## src/verilog/flash_host_pkg.sv

```systemverilog
// Function
// - Host writes three unlock bytes before loading
// - Host strobes write low, select low, gate high
// - Host next fall within 150 us of rise
// - Host keeps same sector address during load
// - Host waits 20 ms after power valid
package flash_host_pkg;
  localparam int CLK_MHZ = 20;
  localparam int LOAD_GAP_US = 150;
  localparam int LOAD_GAP_CYC = LOAD_GAP_US * CLK_MHZ;
  localparam int LOAD_SAFE_CYC = LOAD_GAP_CYC / 2;
  localparam int POWERUP_MS = 20;
  localparam int POWERUP_CYC = POWERUP_MS * 1000 * CLK_MHZ;
  localparam int CYCLE_MS = 20;
  localparam int CYCLE_CYC = CYCLE_MS * 1000 * CLK_MHZ;
  localparam int STROBE_NS = 200;
  localparam int CLK_NS = 50;
  localparam int STROBE_CYC = (STROBE_NS + CLK_NS - 1) / CLK_NS;
  localparam int SECTOR_BYTES = 128;
  localparam logic [15:0] UNLOCK_ADDR0 = 16'h5555;
  localparam logic [15:0] UNLOCK_ADDR1 = 16'h2AAA;
  localparam logic [7:0] UNLOCK_DATA0 = 8'hAA;
  localparam logic [7:0] UNLOCK_DATA1 = 8'h55;
  localparam logic [7:0] UNLOCK_DATA2 = 8'hA0;
  localparam logic [6:0] OFFSET_LAST = 7'h7F;
  typedef struct packed {
    logic chipSelN;
    logic outGateN;
    logic writeStrobeN;
    logic [15:0] addr;
  } pin_ctl_t;
endpackage

```

## src/verilog/flash_host.sv

```systemverilog
`timescale 1ns/10ps
module flash_host #(
  parameter int POWERUP_CYCLES = flash_host_pkg::POWERUP_CYC,
  parameter int CYCLE_CYCLES = flash_host_pkg::CYCLE_CYC
) (
  input wire logic clk_sys,
  input wire logic srst,
  input wire logic readReq,
  input wire logic [15:0] readAddr,
  input wire logic progReq,
  input wire logic [8:0] progSector,
  output logic loadReady,
  input wire logic loadValid,
  input wire logic [6:0] loadOffset,
  input wire logic [7:0] loadData,
  input wire logic loadLast,
  output logic busy,
  output logic readValid,
  output logic [7:0] readData,
  output logic timeoutErr,
  output flash_host_pkg::pin_ctl_t pins,
  output logic [7:0] dataOut,
  output logic dataOe,
  input wire logic [7:0] dataIn
);
  typedef enum {S_POWER, S_IDLE, S_RD, S_UNLOCK, S_LOAD, S_GAP, S_POLL, S_POLLRD} state_t;
  state_t state;
  logic [31:0] timer;
  logic [3:0] phase;
  logic [1:0] unlockIdx;
  logic [8:0] sector;
  logic [15:0] lastAddr;
  logic [7:0] lastData;
  logic [31:0] pollTimer;
  logic done;

  function automatic logic [15:0] unlock_addr(input logic [1:0] idx);
    unlock_addr = (idx == 2'd1) ? flash_host_pkg::UNLOCK_ADDR1 : flash_host_pkg::UNLOCK_ADDR0;
  endfunction
  function automatic logic [7:0] unlock_data(input logic [1:0] idx);
    if (idx == 2'd0) begin
      unlock_data = flash_host_pkg::UNLOCK_DATA0;
    end else if (idx == 2'd1) begin
      unlock_data = flash_host_pkg::UNLOCK_DATA1;
    end else begin
      unlock_data = flash_host_pkg::UNLOCK_DATA2;
    end
  endfunction

  assign busy = (state != S_IDLE);
  assign loadReady = (state == S_GAP) && (timer < flash_host_pkg::LOAD_SAFE_CYC);
  assign done = (phase == 4'(flash_host_pkg::STROBE_CYC + 1));

  // Main sequencer; strobes held 200 ns so no glitch filtering can eat them
  always_ff @(posedge clk_sys) begin
    if (srst) begin
      state <= S_POWER;
      timer <= '0;
      phase <= '0;
      unlockIdx <= '0;
      sector <= '0;
      lastAddr <= '0;
      lastData <= '0;
      pollTimer <= '0;
      timeoutErr <= 1'b0;
    end else begin
      case (state)
        S_POWER: begin
          timer <= timer + 32'd1;
          if (timer >= 32'(POWERUP_CYCLES)) begin
            state <= S_IDLE;
          end
        end
        S_IDLE: begin
          phase <= '0;
          if (progReq) begin
            sector <= progSector;
            unlockIdx <= '0;
            timeoutErr <= 1'b0;
            state <= S_UNLOCK;
          end else if (readReq) begin
            state <= S_RD;
          end
        end
        S_RD: begin
          phase <= phase + 4'd1;
          if (done) begin
            state <= S_IDLE;
          end
        end
        S_UNLOCK: begin
          phase <= phase + 4'd1;
          if (done) begin
            phase <= '0;
            unlockIdx <= unlockIdx + 2'd1;
            if (unlockIdx == 2'd2) begin
              timer <= '0;
              state <= S_GAP;
            end
          end
        end
        S_GAP: begin
          timer <= timer + 32'd1;
          if (loadValid && loadReady) begin
            lastAddr <= {sector, loadOffset};
            lastData <= loadData;
            phase <= '0;
            state <= S_LOAD;
          end else if (timer >= 32'(flash_host_pkg::LOAD_SAFE_CYC)) begin
            pollTimer <= '0; // Source stalled: device closes load itself
            phase <= '0;
            state <= S_POLLRD;
          end
        end
        S_LOAD: begin
          phase <= phase + 4'd1;
          if (done) begin
            timer <= '0;
            state <= S_GAP;
          end
        end
        S_POLLRD: begin
          phase <= phase + 4'd1;
          pollTimer <= pollTimer + 32'd1;
          if (done) begin
            phase <= '0;
            if (dataIn[7] == lastData[7]) begin
              state <= S_IDLE;
            end else if (pollTimer >= 32'(CYCLE_CYCLES)) begin
              timeoutErr <= 1'b1;
              state <= S_IDLE;
            end
          end
        end
        default: begin
          state <= S_IDLE;
        end
      endcase
    end
  end

  // Pin drive: write cycles keep gate high, reads keep write strobe high
  always_ff @(posedge clk_sys) begin
    if (srst) begin
      pins <= '{chipSelN: 1'b1, outGateN: 1'b1, writeStrobeN: 1'b1, addr: 16'h0000};
      dataOut <= '0;
      dataOe <= 1'b0;
    end else begin
      pins.chipSelN <= 1'b1;
      pins.outGateN <= 1'b1;
      pins.writeStrobeN <= 1'b1;
      dataOe <= 1'b0;
      // Select held one cycle past the write rise so the data edge sees it low
      if (state == S_UNLOCK || state == S_LOAD) begin
        pins.addr <= (state == S_UNLOCK) ? unlock_addr(unlockIdx) : lastAddr;
        dataOut <= (state == S_UNLOCK) ? unlock_data(unlockIdx) : lastData;
        dataOe <= 1'b1;
        pins.chipSelN <= 1'b0;
        pins.writeStrobeN <= (phase == 4'd0) || (phase > 4'(flash_host_pkg::STROBE_CYC));
      end else if ((state == S_RD || state == S_POLLRD) && !done) begin
        pins.addr <= (state == S_RD) ? readAddr : lastAddr;
        pins.chipSelN <= 1'b0;
        pins.outGateN <= (phase == 4'd0);
      end
    end
  end

  // Sample read data at end of access time
  always_ff @(posedge clk_sys) begin
    if (srst) begin
      readValid <= 1'b0;
      readData <= '0;
    end else begin
      readValid <= 1'b0;
      if ((state == S_RD || state == S_POLLRD) && phase == 4'(flash_host_pkg::STROBE_CYC)) begin
        readData <= dataIn;
        readValid <= (state == S_RD);
      end
    end
  end

  // Counts write-low cycles so the pulse width is checked on release
  logic [3:0] lowCount;
  always_ff @(posedge clk_sys) begin
    if (srst) begin
      lowCount <= '0;
    end else if (!pins.writeStrobeN) begin
      lowCount <= lowCount + 4'd1;
    end else begin
      lowCount <= '0;
    end
  end

  a_pulse_full_width: assert property (@(posedge clk_sys) disable iff (srst)
    $rose(pins.writeStrobeN) |-> lowCount >= 4'(flash_host_pkg::STROBE_CYC)) else $error("write pulse short");
  a_write_bus_stable: assert property (@(posedge clk_sys) disable iff (srst)
    !pins.writeStrobeN |-> $stable(dataOut) && $stable(pins.addr)) else $error("bus moved under strobe");
  a_unlock_addr: assert property (@(posedge clk_sys) disable iff (srst)
    state == S_UNLOCK && !pins.writeStrobeN |-> pins.addr == unlock_addr(unlockIdx)) else $error("bad unlock address");
  a_gap_closed: assert property (@(posedge clk_sys) disable iff (srst)
    state == S_GAP && timer >= 32'(flash_host_pkg::LOAD_SAFE_CYC) |-> !loadReady) else $error("late load offered");
  a_power_quiet: assert property (@(posedge clk_sys) disable iff (srst)
    state == S_POWER |-> !dataOe && pins.writeStrobeN) else $error("drive during power wait");
  a_load_sector: assert property (@(posedge clk_sys) disable iff (srst)
    state == S_LOAD |-> lastAddr[15:7] == sector) else $error("load outside sector");
  a_gate_write_excl: assert property (@(posedge clk_sys) disable iff (srst)
    !(!pins.outGateN && !pins.writeStrobeN)) else $error("gate and write strobe both low");
  a_drive_gate_excl: assert property (@(posedge clk_sys) disable iff (srst)
    !(dataOe && !pins.outGateN)) else $error("host drives data while gate low");
  a_strobe_width: assert property (@(posedge clk_sys) disable iff (srst)
    $fell(pins.writeStrobeN) |-> !pins.writeStrobeN [*4]) else $error("write strobe too short");
  a_strobe_cs_low: assert property (@(posedge clk_sys) disable iff (srst)
    !pins.writeStrobeN |-> !pins.chipSelN && dataOe) else $error("strobe without select");
  a_gap_bound: assert property (@(posedge clk_sys) disable iff (srst)
    state == S_GAP |-> timer <= 32'(flash_host_pkg::LOAD_SAFE_CYC)) else $error("load gap overrun");
  a_sector_hold: assert property (@(posedge clk_sys) disable iff (srst)
    $fell(pins.writeStrobeN) && state == S_LOAD |-> pins.addr[15:7] == sector) else $error("sector changed");
  a_unlock_first: assert property (@(posedge clk_sys) disable iff (srst)
    state == S_IDLE && progReq |=> state == S_UNLOCK) else $error("unlock skipped");
  a_busy_poll: assert property (@(posedge clk_sys) disable iff (srst)
    state == S_POLLRD |-> busy && !loadReady) else $error("accepting during poll");
  a_power_wait: assert property (@(posedge clk_sys) disable iff (srst)
    state == S_POWER |-> pins.chipSelN) else $error("access during power wait");
endmodule

```

## config.mk

```make
export PLATFORM = sky130hd
export DESIGN_NAME = flash_host
export DESIGN_NICKNAME = d
export VERILOG_FILES = /design/src/verilog/flash_host_pkg.sv /design/src/verilog/flash_host.sv
export SDC_FILE = /design/constraint.sdc
export NUM_CORES = 1
export LEC_CHECK = 0
export ABC_AREA = 1
export BUFFER_PORTS_ARGS = -buffer_cell sky130_fd_sc_hd__buf_2
export CAP_MARGIN = 20
export CORE_MARGIN = 8
export CORE_UTILIZATION = 43
export CTS_CLUSTER_DIAMETER = 80
export CTS_CLUSTER_SIZE = 14
export DETAILED_ROUTE_END_ITERATION = 6
export GPL_ROUTABILITY_DRIVEN = 1
export GPL_TIMING_DRIVEN = 0
export PLACE_DENSITY = 0.73
export RECOVER_POWER = 25
export SLEW_MARGIN = 20
export SYNTH_ARGS = -nofsm -noshare
export SYNTH_HDL_FRONTEND = slang
export SYNTH_SLANG_ARGS = --single-unit
export TNS_END_PERCENT = 20
```

## constraint.sdc

```tcl
create_clock -name clk_sys -period 3.05 [get_ports clk_sys]
set_input_delay 0.1525 -clock clk_sys [delete_from_list [all_inputs] [get_ports clk_sys]]
set_output_delay 0.1525 -clock clk_sys [all_outputs]
set_load 0.01 [all_outputs]
```

# After elaboration in Yosys (flattened, before gate mapping)
# Index checks and enable logic that the tools add are counted.
[op_classes]
eq_ne = 31
n_lt_le_gt_ge = 5
add_sub_neg = 4
n_reduce_logical = 31
bitwise = 3
muxes = 43
[ops]
columns = ["cell", "count"]
rows = [
  ["2-to-1 mux 32 bit", 17],
  ["one-hot mux 32 bit (7 select lines)", 1],
  ["equality test 32 x 3 -> 1 bit, second input constant", 5],
  ["equality test 32 x 4 -> 1 bit, second input constant", 3],
  ["one-hot mux 32 bit (3 select lines)", 1],
  ["adder 32 x 1 -> 32 bit, second input constant", 2],
  ["equality test 32 x 2 -> 1 bit, second input constant", 2],
  ["greater-or-equal comparator 32 x 19 -> 1 bit, second input constant", 2],
  ["2-to-1 mux 16 bit", 4],
  ["one-hot mux 32 bit (2 select lines)", 1],
  ["equality test 32 x 1 -> 1 bit, second input constant", 1],
  ["greater-or-equal comparator 32 x 11 -> 1 bit, second input constant", 1],
  ["logical NOT 32 bit", 1],
  ["less-than comparator 32 x 11 -> 1 bit, second input constant", 1],
  ["!= test 32 x 2 -> 1 bit, second input constant", 1],
  ["2-to-1 mux 8 bit", 3],
  ["!= test 2 bit, second input constant", 11],
  ["one-hot mux 4 bit (4 select lines)", 1],
  ["2-to-1 mux 15 bit", 1],
  ["2-to-1 mux 4 bit", 3],
  ["OR reduction 2 bit", 5],
  ["!= test 3 bit, second input constant", 3],
  ["AND reduction 9 bit", 1],
  ["equality test 4 x 3 -> 1 bit, second input constant", 2],
  ["other kinds (24)", 44],
]
[totals]
elab_cells = 134
in_bits = 54
out_inout_bits = 40
reg_bits = 173

# Logic depth before layout (Yosys ltp)
# Gate-level depths: netlist of run 1.
[depth]
depth_word = 5
mapped_depth = 13
depth_no_buf = 12

# Worst setup path after synthesis of run 1
# No wires, ideal clock.
[synth_timing]
kind = "register to register"
start = "reg timer[0]"
end = "reg timer[14]"
n_path_buf = 0
setup_slack_ps = 1425
arrival_ps = 1505
period_less_slack_ps = 1625
setup_time_ps = 120
required_time_ps = 2930
stages_incl_launch_ff = 9
path_cell_list = "dfxtp_1 > ha_1 > inv_1 > nor2_1 > nand2_1 > nor2_1 > nand3_2 > o21ai_0 > a21oi_1"
[synth_between]
elab_chain_len = 2
[synth_rtl]
columns = ["item", "line_no", "source"]
rows = [
  ["start, declared", "flash_host.sv:28", "logic [31:0] timer;"],
  ["start signal, assigned", "flash_host.sv:69", "timer <= timer + 32'd1;"],
  ["start signal, assigned", "flash_host.sv:103", "timer <= timer + 32'd1;"],
  ["adder 32 x 1 -> 32 bit", "flash_host.sv:69, flash_host.sv:103", ""],
  ["one-hot mux 32 bit (3 select lines)", "flash_host.sv:67", "case (state)"],
]
# No other way between the ends.
# A chain may end at the register's enable or synchronous reset.

# Worst setup path in the final report of run 1
# Same ends and word-level chain as after synthesis.

==> results of run 1 <==
-- flip-flops by register name (all words and copies together) (netlist names) --
| signal | count |
|---|---|
| pins | 19 |
| unlockIdx | 2 |
| lastData | 8 |
| timeoutErr | 1 |
| lastAddr | 16 |
| sector | 9 |
| phase | 4 |
| readData | 8 |
| dataOe | 1 |
| pollTimer | 32 |
| readValid | 1 |
| state | 3 |
| dataOut | 8 |
| timer | 32 |
-- synthesized netlist by cell type, drive strengths merged --
master,instances
a211oi,13
a21o,5
a21oi,108
a31oi,11
a41oi,1
buf,20
clkbuf,24
clkinv,1
dfxtp,144
ha,11
inv,123
nand2,284
nand2b,1
nand3,100
nand3b,3
nand4,14
nor2,169
nor3,30
nor3b,1
o211ai,1
o21ai,100
o21bai,2
o22ai,1
o31ai,1
or2,9
xnor2,1
xor2,5
-- through the flow --
stage	instances	hold WS, ps
floorplan	1183	287
global placement	1503	379
detailed placement	1503	391
CTS	1551	1.36
global route	1551	1.97
finish	1551	7.73
-- power groups by stage --
stage / combinational [uW] / sequential (uW) / clock (uW)
floorplan: 1390 / 2280 / 0
global placement: 2110 / 2250 / 0
detailed placement: 2150 / 2250 / 0
CTS: 2170 / 2210 / 2120
global route: 2390 / 2240 / 2210
finish: 2140 / 2220 / 2090
-- area by class of cell --
type                    count  area [um2]  share of cell area
multi-input cells         871        4120               0.452
plain buffers              44         206              0.0226
flip-flops and latches    144        2880               0.316
clock buffers              18         429              0.0471
clock inverters            14         159              0.0174
repair buffers            107         568              0.0623
well taps                 229         287              0.0314
inverters                 124         465              0.0510
-- logic make-up (layout without fill, tap and decap cells) --
family                   count (synthesis)  after routing  share of synthesized area
AND/OR/NAND/NOR                        611            611                      0.339
AO/OA/AOI/OAI                          243            243                      0.173
buffers and inverters                  168            307                     0.0875
flip-flops                             144            144                      0.376
adder cells (fa/ha/maj)                 11             11                     0.0179
XOR/XNOR                                 6              6                    0.00685
-- metal layers --
layer	up-vias	global-route usage	routed length [um]
li1	4118	-	-
met1	3754	0.276	10800
met2	293	0.342	10700
met3	28	0.0544	1690
met4	0	0.0717	438
met5	-	0	0
-- worst reg2reg max path, stage by stage, from the launching register on --
cell	delay, ps
dfxtp_1	420
ha_1	270
inv_1	70
nor2_1	380
nand2_1	200
nor2_1	330
nand3_2	160
o21ai_0	210
a21oi_1	70
-- cell usage in the layout (no fill, tap or decap), types with 8 or more instances in the layout --
master           n
nand2_1        279
nor2_1         164
dfxtp_1        144
inv_1          115
a21oi_1        107
nand3_1         97
o21ai_0         87
clkbuf_1        62
buf_2           61
nor3_1          29
clkbuf_16       17
dlygate4sd3_1   16
nand4_1         14
o21ai_1         13
a31oi_1         11
ha_1            11
or2_2            9
inv_2            8
buf_4            8
a211oi_1         8
-- worst paths after layout --
kind,startpoint,endpoint,slack [ps],depth (start not counted)
max,timer[0]$_SDFFE_PP0P_,timer[14]$_SDFFE_PP0P_,840,8
min,loadOffset[0],lastAddr[0]$_SDFFE_PP0N_,8,3
max reg2reg,timer[0]$_SDFFE_PP0P_,timer[14]$_SDFFE_PP0P_,840,8
min reg2reg,sector[7]$_SDFFE_PP0P_,sector[7]$_SDFFE_PP0P_,460,2
==> flow_metrics.env, run 1 <==
export IMPL_finish_utilization=0.515
export IMPL_grt_max_degree=17
export IMPL_grt_pass1_wl_mm=38.4
export IMPL_cts_clk_slew_worst_paths_ps=70
export IMPL_max_freq_mhz=452
export IMPL_worstSetupStartpointType="flip-flop"
export IMPL_cts_tree="yes"
export IMPL_postCtsSetupRepairBufs=0
export IMPL_clkSinkCount=144
export IMPL_netlist_area_leader_share=0.376
export IMPL_clkPwrFrac=0.324
export IMPL_dp_hpwl_mm=17.8
export IMPL_p_per_area_nw_per_um2=708
export IMPL_swShare=0.392
export IMPL_cts_resized=0
export IMPL_fin_ws_ps=839
export IMPL_nFillCells=1796
export IMPL_cts_made_buffers=17
export IMPL_hold_class="input port to flip-flop"
export IMPL_rows=49
export IMPL_drive_gt1_frac=0.105
export IMPL_status="finished, final reports clean"
export IMPL_dpl_cell_area_um2=8420
export IMPL_syn_nets=1248
export IMPL_track_usage=0.214
export IMPL_cp_end_kind="flip-flop"
export IMPL_critical_path_buf_inv_count=1
export IMPL_worstSetupPathType="flip-flop to flip-flop"
export IMPL_grt_ovfl_total=0
export IMPL_yosys_top_cells_area="dfxtp_1, nand2_1, nor2_1, a21oi_1, nand3_1"
export IMPL_wl_per_cell_um=15.3
export IMPL_switching_power_uw=2530
export IMPL_synth_area_per_cell_um2=6.49
export IMPL_fin_nets=1374
export IMPL_cp_max_fo=5
export IMPL_clk_latency_ps=420
export IMPL_drtAntennaViolNets=0
export IMPL_drt_iter0_markers=575
export IMPL_seqPwrFrac=0.344
export IMPL_routed_wl_mm=23.7
export IMPL_start_util=0.433
export IMPL_dr_pass1_iters=5
export IMPL_die_area_um2=22400
export IMPL_final_max_slew_viol_count=0
export IMPL_fp_coreArea_um2=17700
export IMPL_dieHeight_um=150
export IMPL_yosysTopAreaCell="dfxtp_1"
export IMPL_cts_max_level=4
export IMPL_path_cells="ha_1 > inv_1 > nor2_1 > nand2_1 > nor2_1 > nand3_2 > o21ai_0 > a21oi_1"
export IMPL_worst_ir_drop_vdd_v=0.000767
export IMPL_finalCriticalPeriod_ps=2210
export IMPL_p_leak_uw=0.00352
export IMPL_finalSetupViolCount=0
export IMPL_rsz0062_at_grt="no"
export IMPL_hold_violations=0
export IMPL_slowest_stage="dfxtp_1"
export IMPL_tns_ps=0
export IMPL_avgViaCountPerCell=5.28
export IMPL_internal_power_uw=3920
export IMPL_fin_area_um2=9120
export IMPL_synth_area_um2=7670
export IMPL_cts_hold_buf=16
export IMPL_die_x_um=150
export IMPL_fin_skew_ps=9.37
export IMPL_dr_total_vias=8193
export IMPL_synth_seq_cells=144
export IMPL_n_antenna_cell=0
export IMPL_cts_buffer_depth=2
export IMPL_io_buffers=91
export IMPL_drcViolationCount=0
export IMPL_critical_path_arrival_ps=2520
export IMPL_ys_warn_count=0
export IMPL_slowest_delay_ps=420
export IMPL_synth_seq_area_share=0.376
export IMPL_crit_family="simple AND/OR/NAND/NOR gates"
export IMPL_cts_root_buf="clkbuf_16"
export IMPL_cap_violations=0
export IMPL_crit_path_frequent_cell="nor2_1"
export IMPL_top_level_ports=94
export IMPL_fin_crit_sh=0.725
export IMPL_grt_pass1_vias=7796
export IMPL_place_ws_ps=862
export IMPL_comb_power_share=0.332
export IMPL_synthToLayoutAreaGrowth_pct=18.8
export IMPL_antenna_found_initial=0
export IMPL_tightest_slew_ps=811
export IMPL_p_total_uw=6460
export IMPL_required_ps=3360
export IMPL_slew_headroom=0.460
export IMPL_postSynthCellCount=1183
export IMPL_gp_congestion=0.970
export IMPL_yosysUniqueCellTypes=41
Note: power is estimated with default switching activity, not from simulation.
==> inputs of run 2 (changes only) <==
- clock period: 3.05 -> 2.05 ns (I/O delays scaled with it)
==> flow_metrics.env, run 2 (synthesis gave the netlist of run 1 again) <==
export IMPL_start_util=0.433
export IMPL_cts_made_buffers=17
export IMPL_clk_latency_ps=420
export IMPL_finalSetupViolCount=0
export IMPL_p_total_uw=9710
export IMPL_p_leak_uw=0.00361
export IMPL_dp_hpwl_mm=17.8
export IMPL_reg_largest_list="pollTimer x32, timer x32, pins x19"
export IMPL_fin_skew_ps=10.0
export IMPL_fin_area_um2=9370
export IMPL_grt_max_degree=17
export IMPL_nFillCells=1765
export IMPL_hold_class="input port to flip-flop"
export IMPL_grt_pass1_wl_mm=39.1
export IMPL_slowest_delay_ps=410
export IMPL_status="complete, but fails checks"
export IMPL_violations="hold timing"
export IMPL_cap_violations=0
export IMPL_gp_congestion=0.970
export IMPL_grt_pass1_vias=7855
export IMPL_rows=49
export IMPL_cp_max_fo=5
export IMPL_max_freq_mhz=513
export IMPL_required_ps=2360
export IMPL_die_x_um=150
export IMPL_dieHeight_um=150
export IMPL_drive_gt1_frac=0.116
export IMPL_final_cell_mix="nand2_1, nor2_1, dfxtp_1"
export IMPL_fin_crit_sh=0.950
export IMPL_cp_end_kind="flip-flop"
export IMPL_die_area_um2=22400
export IMPL_fp_coreArea_um2=17700
export IMPL_wl_per_cell_um=15.4
export IMPL_drt_iter0_markers=592
export IMPL_worstSetupPathType="flip-flop to flip-flop"
export IMPL_tightest_slew_ps=831
export IMPL_p_per_area_nw_per_um2=1040
export IMPL_clkSinkCount=144
export IMPL_cts_max_level=4
export IMPL_critical_path_arrival_ps=2260
export IMPL_grt_ovfl_total=0
export IMPL_place_ws_ps=-138
export IMPL_tns_ps=0
export IMPL_final_max_slew_viol_count=0
export IMPL_slowest_stage="dfxtp_1"
export IMPL_finalCriticalPeriod_ps=1950
export IMPL_cts_clk_slew_worst_paths_ps=70
export IMPL_drcViolationCount=0
export IMPL_dr_pass1_iters=5
export IMPL_slew_headroom=0.446
export IMPL_cts_root_buf="clkbuf_16"
export IMPL_synthToLayoutAreaGrowth_pct=22.0
export IMPL_fin_nets=1394
export IMPL_avgViaCountPerCell=5.26
export IMPL_dpl_cell_area_um2=8420
export IMPL_top_level_ports=94
export IMPL_whs_ps=-16.1
export IMPL_worst_ir_drop_vdd_v=0.00117
export IMPL_cts_buffer_depth=2
export IMPL_routed_wl_mm=24.2
export IMPL_place_inst=1503
export IMPL_mostFrequentLayoutCell="nand2_1"
export IMPL_dr_total_vias=8269
export IMPL_worstSetupStartpointType="flip-flop"
export IMPL_io_buffers=91
export IMPL_track_usage=0.218
export IMPL_critical_path_buf_inv_count=1
export IMPL_cts_tree="yes"
export IMPL_fin_ws_ps=102
export IMPL_rsz0062_at_grt="yes"
export IMPL_drtAntennaViolNets=0
export IMPL_antenna_found_initial=0
export IMPL_hold_violations=1
export IMPL_fin_cells=1572
export IMPL_crit_family="simple AND/OR/NAND/NOR gates"
export IMPL_path_cells="ha_1 > inv_1 > nor2_2 > nand2_1 > nor2_4 > nand3_2 > o21ai_0 > a21oi_1"
## run 2: cell count changes in the layout (fill, tap and decap cells not counted), moves of 2 or more
cell | before | now
nor2_1 | 164 | 160
dfxtp_2 | 0 | 2
nor2_4 | 2 | 4
dfxtp_1 | 144 | 142
a211oi_2 | 5 | 7
buf_4 | 8 | 13
inv_1 | 115 | 113
dlygate4sd3_1 | 16 | 33
nor2_2 | 3 | 5
buf_2 | 61 | 59
a211oi_1 | 8 | 6
## run 2: area by class of cell
type                            instances  area (um2)  area share
Antenna cell                            1        2.50    0.000267
Buffer                                 44         213      0.0227
Clock buffer                           18         429      0.0458
Clock inverter                         14         159      0.0170
Inverter                              124         468      0.0500
Multi-Input combinational cell        871        4160       0.444
Sequential cell                       144        2890       0.308
Tap cell                              229         287      0.0306
Timing Repair Buffer                  127         761      0.0812
## run 2: through the flow
stage,util,hold WS [ps]
6_report,0.529,-16.1
5_1_grt,0.528,14.5
4_1_cts,0.528,3.97
3_5_place_dp,0.475,341
3_3_place_gp,0.475,329
2_1_floorplan,-,237
## run 2: path summary, 6_finish.rpt
path,slack (ps),cells past startpoint,end,startpoint
setup / recovery,100,8,timer[14]$_SDFFE_PP0P_,timer[0]$_SDFFE_PP0P_
hold / removal,-20,3,lastAddr[4]$_SDFFE_PP0N_,loadOffset[4]
setup reg to reg,100,8,timer[14]$_SDFFE_PP0P_,timer[0]$_SDFFE_PP0P_
hold reg to reg,460,2,sector[7]$_SDFFE_PP0P_,sector[7]$_SDFFE_PP0P_
## run 2: repair_timing
action | CTS | global route
hold buffers | 33 | 0
pin swaps | 1 | 2
setup buffers | 0 | 3
hold endpoints to repair | 33 | 0
endpoints found under the setup margin | 7 | 66
resized for setup | 5 | 16
## run 2: worst register-to-register path, cell delays in order (launching register included)
cell and delay, ps:
dfxtp_1 410, ha_1 270, inv_1 80, nor2_2 270, nand2_1 210, nor2_4 190
nand3_2 130, o21ai_0 200, a21oi_1 70
## run 2: routing by layer
layer	GRT usage	up-vias	part of all wire
met5	0	-	0
met3	0.0538	34	0.068
met2	0.353	278	0.46
met1	0.279	3801	0.46
met4	0.0702	0	0.019
li1	-	4156	-
## run 2: where the power goes
part | internal [uW] | total, uW | switching [uW]
Sequential | 3120 | 3310 | 191
Clock | 1820 | 3120 | 1300
Combinational | 973 | 3290 | 2310
